### config.mk
export PLATFORM = sky130hd
export DESIGN_NAME = fbp_port
export DESIGN_NICKNAME = d
export VERILOG_FILES = /design/src/fbp_pkg.sv /design/src/fbp_sync_if.sv /design/src/fbp_port.sv /design/src/fbp_pin_sync.sv
export SDC_FILE = /design/constraint.sdc
export NUM_CORES = 1
export LEC_CHECK = 0
export ABC_AREA = 0
export BUFFER_PORTS_ARGS = -buffer_cell sky130_fd_sc_hd__buf_2
export CORE_MARGIN = 4
export CORE_UTILIZATION = 44
export DETAILED_ROUTE_END_ITERATION = 8
export PLACE_DENSITY = 0.84
export SLEW_MARGIN = 0
export SYNTH_ARGS = -nofsm -noshare
export SYNTH_HDL_FRONTEND = slang
export SYNTH_SLANG_ARGS = --single-unit
### constraint.sdc
create_clock -name pclk -period 2.75 [get_ports pclk]
set_clock_uncertainty 0.05 [all_clocks]
set_input_delay 0.1375 -clock pclk [delete_from_list [all_inputs] [get_ports pclk]]
set_output_delay 0.1375 -clock pclk [all_outputs]
set_load 0.05 [all_outputs]
### src/fbp_pkg.sv
// Constants and types shared by the five-pin bidirectional port
package fbp_pkg;

  // Port geometry
  localparam int unsigned PINS   = 5;
  localparam int unsigned DATA_W = 32;
  localparam int unsigned ADDR_W = 12;
  localparam int unsigned PAD_W  = DATA_W - PINS;

  // Register indices; each register sits on one aligned word
  localparam logic [ADDR_W-1:0] DATA_IDX  = 12'h002;
  localparam logic [ADDR_W-1:0] DIR_IDX   = 12'h006;
  localparam logic [ADDR_W-1:0] DATA_ADDR = DATA_IDX << 2;
  localparam logic [ADDR_W-1:0] DIR_ADDR  = DIR_IDX << 2;

  // Reset values and idle read value
  localparam logic [PINS-1:0]   DIR_RESET = 5'h00;
  localparam logic [PINS-1:0]   OUT_RESET = 5'h00;
  localparam logic [PINS-1:0]   SYNC_RESET = 5'h00;
  localparam logic [DATA_W-1:0] RD_IDLE   = 32'h0000_0000;
  localparam logic [PAD_W-1:0]  RD_PAD    = 27'h000_0000;

  // Byte lane that carries the implemented bits
  localparam int unsigned LANE0 = 0;

  // Address decode result
  typedef enum logic [1:0] {
    FBP_HIT_NONE = 2'b00,
    FBP_HIT_DATA = 2'b01,
    FBP_HIT_DIR  = 2'b10
  } fbp_hit_e;

  // State that a reset returns to a known value
  typedef struct packed {
    logic [PINS-1:0]   dir;
    logic [PINS-1:0]   pin_out;
    logic [DATA_W-1:0] prdata;
    logic              pready;
    logic              pslverr;
  } fbp_regs_s;

  // State that keeps its contents through reset
  typedef struct packed {
    logic [PINS-1:0] latch;
  } fbp_keep_s;

  // Two synchroniser stages
  typedef struct packed {
    logic [PINS-1:0] stage1;
    logic [PINS-1:0] stage2;
  } fbp_sync_s;

endpackage

### src/fbp_sync_if.sv
// Interface carrying raw and synchronised pin levels
`timescale 1ns/1ns
interface fbp_sync_if;
  logic [fbp_pkg::PINS-1:0] raw;
  logic [fbp_pkg::PINS-1:0] sync;

  modport port_side (output raw, input sync);
  modport sync_side (input raw, output sync);
endinterface

### src/fbp_port.sv
// Five-pin bidirectional port with APB register access
//
// Function
// - Five pins, each with latch and direction
// - Latch bits writable by software, readable only on output pins
// - Reset leaves the output latch unchanged
// - Direction one drives pin, zero floats
// - Direction bits read back as written
// - Reset clears every direction bit
// - Output pin reads back its latch
// - Input pin reads back synchronised level
// - Latch writes accepted in any direction unless pstrb[0] is low
//
// The APB register port was chosen for this implementation.
`timescale 1ns/1ns
////////////////////////////////////////////////////////////////////////
// Register map, one aligned word each
//   DATA_ADDR  write: output latch; read: latch or pin, per direction
//   DIR_ADDR   direction bits, one per pin, 1 drives the pin
//   Live bits sit in [4:0]; [31:5] read zero and are dropped on write
//   Any other address answers with pslverr and changes nothing
//
// Bus timing
//   Setup edge: address decoded, read data captured from the live view
//   Access cycle: pready high for exactly one cycle, no wait states
//   Access edge: a write lands; pstrb[0] low drops it without an error
//   Next cycle: pready, pslverr and prdata fall back to zero
//
// Pin timing
//   pin_oe and pin_out move together, on the same edge that the write lands
//   A pin level reaches a read after two synchroniser edges, so a read
//   captured right after a change still shows the old level
//   Undriven pins put zero on pin_out, so nothing unknown leaves the block
//
// Reset
//   Direction bits clear and every pin floats as an input
//   The latch has no reset; it powers up unknown until first written,
//   which is why software loads it before raising any direction bit
//   Reads of input pins show zero for two edges after release
////////////////////////////////////////////////////////////////////////
module fbp_port (
  input  wire logic                         pclk,
  input  wire logic                         presetn,
  input  wire logic                         psel,
  input  wire logic                         penable,
  input  wire logic                         pwrite,
  input  wire logic [fbp_pkg::ADDR_W-1:0]   paddr,
  input  wire logic [fbp_pkg::DATA_W-1:0]   pwdata,
  input  wire logic [3:0]                   pstrb,
  output logic      [fbp_pkg::DATA_W-1:0]   prdata,
  output logic                              pready,
  output logic                              pslverr,
  input  wire logic [fbp_pkg::PINS-1:0]     pin_in,
  output logic      [fbp_pkg::PINS-1:0]     pin_out,
  output logic      [fbp_pkg::PINS-1:0]     pin_oe
);

  ////////////////////////////////////////////////////////////////////////
  // Declarations

  fbp_pkg::fbp_regs_s        cur;
  fbp_pkg::fbp_regs_s        next_cur;
  fbp_pkg::fbp_keep_s        keep;
  fbp_pkg::fbp_keep_s        next_keep;
  fbp_pkg::fbp_hit_e         hit;
  logic                      setup;
  logic                      take;
  logic                      wr_data;
  logic                      wr_dir;
  logic [fbp_pkg::PINS-1:0]  port_view;

  fbp_sync_if sif ();

  ////////////////////////////////////////////////////////////////////////
  // Input synchroniser

  // Pins come from outside the clock domain, so they settle first
  assign sif.raw = pin_in;

  fbp_pin_sync u_sync (
    .pclk    (pclk),
    .presetn (presetn),
    .sif     (sif)
  );

  ////////////////////////////////////////////////////////////////////////
  // Bus decode

  // Only exact word addresses hit; anything else is unmapped
  always_comb begin
    if (paddr == fbp_pkg::DATA_ADDR) begin
      hit = fbp_pkg::FBP_HIT_DATA;
    end else if (paddr == fbp_pkg::DIR_ADDR) begin
      hit = fbp_pkg::FBP_HIT_DIR;
    end else begin
      hit = fbp_pkg::FBP_HIT_NONE;
    end
  end

  // Phases; pready is high only in the access cycle
  assign setup = psel & ~penable;
  assign take  = psel & penable & cur.pready;

  // Writes land at the completing edge; lane 0 holds all live bits
  assign wr_data = take & pwrite & pstrb[fbp_pkg::LANE0] &
                   (hit == fbp_pkg::FBP_HIT_DATA);
  assign wr_dir  = take & pwrite & pstrb[fbp_pkg::LANE0] &
                   (hit == fbp_pkg::FBP_HIT_DIR);

  ////////////////////////////////////////////////////////////////////////
  // Per-pin read view

  // Output pins show their latch, input pins the settled pin level
  for (genvar i = 0; i < fbp_pkg::PINS; i++) begin : g_pin
    assign port_view[i] = cur.dir[i] ? keep.latch[i]
                                     : sif.sync[i];
  end

  ////////////////////////////////////////////////////////////////////////
  // Next state of the reset-domain registers

  always_comb begin
    next_cur         = cur;
    next_cur.pready  = setup;
    next_cur.pslverr = setup & (hit == fbp_pkg::FBP_HIT_NONE);
    next_cur.prdata  = fbp_pkg::RD_IDLE;
    // Read data is captured at the setup edge, held for the access
    if (setup && !pwrite) begin
      case (hit)
        fbp_pkg::FBP_HIT_DATA: begin
          next_cur.prdata = {fbp_pkg::RD_PAD, port_view};
        end
        fbp_pkg::FBP_HIT_DIR: begin
          next_cur.prdata = {fbp_pkg::RD_PAD, cur.dir};
        end
        default: begin
          next_cur.prdata = fbp_pkg::RD_IDLE;
        end
      endcase
    end
    // Upper write bits fall away in the part-select
    if (wr_dir) begin
      next_cur.dir = pwdata[fbp_pkg::PINS-1:0];
    end
    // Driven value moves with the enable, so a latch loaded first
    // comes out clean when the buffer turns on
    next_cur.pin_out = next_cur.dir & next_keep.latch;
  end

  // Registers that reset brings to known values
  always_ff @(posedge pclk or negedge presetn) begin
    if (!presetn) begin
      cur.dir     <= fbp_pkg::DIR_RESET;
      cur.pin_out <= fbp_pkg::OUT_RESET;
      cur.prdata  <= fbp_pkg::RD_IDLE;
      cur.pready  <= 1'b0;
      cur.pslverr <= 1'b0;
    end else begin
      cur <= next_cur;
    end
  end

  ////////////////////////////////////////////////////////////////////////
  // Output latch

  // Written whatever the direction; input pins ignore it
  always_comb begin
    next_keep = keep;
    if (wr_data) begin
      next_keep.latch = pwdata[fbp_pkg::PINS-1:0];
    end
  end

  // No reset: the latch keeps its contents across a system reset
  always_ff @(posedge pclk) begin
    keep <= next_keep;
  end

  ////////////////////////////////////////////////////////////////////////
  // Outputs, all straight from flip-flops

  assign prdata  = cur.prdata;
  assign pready  = cur.pready;
  assign pslverr = cur.pslverr;
  assign pin_out = cur.pin_out;
  assign pin_oe  = cur.dir;

  ////////////////////////////////////////////////////////////////////////
  // Checks

  // Set once software has written the direction register
  logic dir_written;

  always_ff @(posedge pclk or negedge presetn) begin
    if (!presetn) begin
      dir_written <= 1'b0;
    end else if (wr_dir) begin
      dir_written <= 1'b1;
    end
  end
endmodule

### src/fbp_pin_sync.sv
// Two-stage synchroniser for the port input pins
`timescale 1ns/1ns
module fbp_pin_sync (
  input wire logic         pclk,
  input wire logic         presetn,
  fbp_sync_if.sync_side    sif
);

  fbp_pkg::fbp_sync_s st;
  fbp_pkg::fbp_sync_s next_st;

  ////////////////////////////////////////////////////////////////////////
  // First stage feeds only the second; nothing else looks at it
  always_comb begin
    next_st        = st;
    next_st.stage1 = sif.raw;
    next_st.stage2 = st.stage1;
  end

  // Registers of both stages
  always_ff @(posedge pclk or negedge presetn) begin
    if (!presetn) begin
      st <= {fbp_pkg::SYNC_RESET, fbp_pkg::SYNC_RESET};
    end else begin
      st <= next_st;
    end
  end

  // Settled level for the read path
  assign sif.sync = st.stage2;

endmodule

==> flow_summary.toml <==
[status]
status = "finished, final reports clean"

[route]
wl_per_cell_um = 11.6
drt_iter0_drc = 52
drt-pass1-iter-count = 5
drc_errors = 0
final_antenna_net_count = 0
via_count = 1066
drt_wl_total_mm = 2.70
vias_per_cell = 4.59

[die]
io_pins = 102
core_area_um2 = 3340
rows = 21
die_w_um = 66.6
dieArea_um2 = 4430
die_h_um = 66.6
initial_core_util_pct = 45.2

[timing]
max_freq_ghz = 0.546
period_minus_slack_ns = 1.83
hold_viol = 0
rsz0062_at_grt = "false"
tightest_slew_ns = 0.566
slew_violations = 0
fin_hold_ws_ns = 0.0371
setup-tns-final_ns = 0
finalCritPeriodShare_pct = 66.5
setup_violations = 0
slew_headroom_pct = 62.3

[critical_path]
critPathKind = "primary input to flip-flop"
crit_path_start = "penable"
r2r-end = "pin_oe[4]$_DFF_PN0_"
critPathLaunchType = "primary input"
r2r_setup_slack_ns = 1.15
crit_fanout = 5
timing.rr.start = "pready$_DFF_PN0_"
cp-end-kind = "flip-flop"
critical_path_required_ns = 2.91
arrival_ns = 1.99
reg2regPathDepth = 3

[logic_synthesis]
async_reset_ff_share_pct = 84.4
ys_seq_area_share_pct = 51.4
syn_avg_cell_area_um2 = 11.5
ys_seq_elements = 32
synth_ff_type = "dfrtp_1"
synth_cell_type_count = 33
yosys_warnings = 0
synth_area_um2 = 1510
synth_cells = 131
synth_edf_count = 0

[power_and_ir_drop]
p_switching_uw = 261
seqPwrFrac_pct = 53.9
clockPowerShare_pct = 30.2
internal-power_uw = 631
p_leak_uw = 0.000923
p_sw_share_pct = 29.2
combPwrFrac_pct = 16.0
ir_drop_mv = 0.298
power_uw = 892
cellPowerDensity_nw_per_um2 = 498

[global_routing]
grt_pass1_vias = 921
grt_overflow = 0
grt_max_degree = 28
track_usage_pct = 12.2
antenna_found_initial = 0
grt_pass1_wl_mm = 3.98

[placed_design]
routabilityCongestion = 0.826
port_buffers = 44
dp_hpwl_mm = 2.01
dp.cells = 217
dpl_cell_area_um2 = 1660

[clock_tree]
htree_levels = 2
cts_setup_buffers = 0
clock_sinks = 32
cts_buffer_depth = 2
cts_inserted_buffers = 5
cts_tree = "done"
clock_latency_ns = 0.32
cts.reportedPaths.clkPinSlew_ns = 0.09
root_buffer = "clkbuf_4"

[cells_and_area]
layout-drive-gt1-share_pct = 38.2
stdcell_area_um2 = 1790
num-nets-final = 243
fin_cells = 232
areaGrowthSynthToFinish_pct = 18.7
diodes = 0

[min_path]
hold_end = "pin_oe[3]$_DFF_PN0_"
min_path_cells = 2
hold_class = "primary input to flip-flop"
hold_start = "pwdata[3]"

[job]
cap_violations = 0
-- final cells by class --
class | instances | area (um^2)
clock buffers | 8 | 58.8
well taps | 46 | 57.6
multi-input cells | 94 | 604
fillers | 330 | 1550
repair buffers | 51 | 290
flip-flops and latches | 32 | 776
inverters | 1 | 3.75
-- worst max path at each step --
stage	to	slack [ns]	cells after the start
2_1_floorplan	pin_oe[0]$_DFF_PN0_	0.92	4
5_1_grt	pin_oe[4]$_DFF_PN0_	0.86	6
3_5_place_dp	keep[3]$_DFF_P_	0.95	5
6_report	pin_oe[4]$_DFF_PN0_	0.92	6
3_3_place_gp	pin_oe[2]$_DFF_PN0_	1.00	5
4_1_cts	pin_oe[4]$_DFF_PN0_	0.92	6
-- sequential cells by signal, summed over array words and instances (netlist names) --
register,count
prdata,5
u_sync.next_st,5
pslverr,1
u_sync.sif.sync,5
keep,5
pin_out,5
pin_oe,5
pready,1
-- repair_timing --
item | 4_1_cts | 5_1_grt
endpoints found under the hold margin | 33 | 0
hold buffers | 7 | 0
gates resized for setup | 0 | 0
-- synth_stat cells, drive strengths merged, types with 3 or more instances --
master | n | share of area [%]
a211oi | 3 | 1.5
a21oi | 5 | 1.7
a31o | 5 | 2.9
buf | 29 | 15
dfrtp | 27 | 45
dfxtp | 5 | 6.6
mux2 | 10 | 8.7
nand2 | 7 | 1.7
nand3 | 11 | 4.0
nor2 | 5 | 1.2
o21ai | 5 | 1.7
-- routing by layer --
metal	track usage, %	up-vias	wire, um
li1	-	515	-
met1	14.4	503	1050
met2	19.9	44	1390
met3	4.55	4	242
met4	4.57	0	20
met5	0	-	0
-- cells in the final DEF, fill, tap and decap left out, types with 3 or more instances in the layout --
| cell type | synthesis | routed |
|---|---|---|
| buf_2 | 1 | 44 |
| conb_1 | 1 | 27 |
| dfrtp_1 | 27 | 27 |
| nand3_1 | 10 | 10 |
| nand2_1 | 7 | 7 |
| dlygate4sd3_1 | 0 | 7 |
| mux2_4 | 5 | 5 |
| mux2_2 | 5 | 5 |
| o21ai_0 | 5 | 5 |
| nor2_1 | 5 | 5 |
| a21oi_1 | 5 | 5 |
| a31o_2 | 5 | 5 |
| clkbuf_4 | 0 | 5 |
| dfxtp_1 | 5 | 5 |
| a211oi_1 | 3 | 3 |
-- power by group through the flow --
stage               Clock, uW  Combinational, uW  Sequential [uW]
floorplan                   0                124              495
global placement            0                133              490
detailed placement          0                135              490
CTS                       281                142              481
global route              304                152              482
finish                    269                142              481
-- cells by family (layout without fill, tap and decap cells) --
kind of cell	Yosys count	count (layout)	synth area share [%]
mux	12	12	10.0
buf+inv	31	60	15.0
flops	32	32	51.4
compound gates	18	18	7.71
simple gates	37	37	15.6
other cells	1	27	0.249
-- per-stage QoR --
stage,setup slack [ns],util (%)
2_1_floorplan,0.919,-
3_3_place_gp,1.00,49.8
3_5_place_dp,0.952,49.8
4_1_cts,0.920,53.7
5_1_grt,0.862,53.7
6_report,0.920,53.7
-- worst max-delay path: stages --
cell           delay, ns
dlygate4sd3_1       0.52
buf_2               0.11
and3_1              0.16
nand3_2             0.14
or3_1               0.55
mux2_4              0.35
Power figures use the tool's default switching activity.
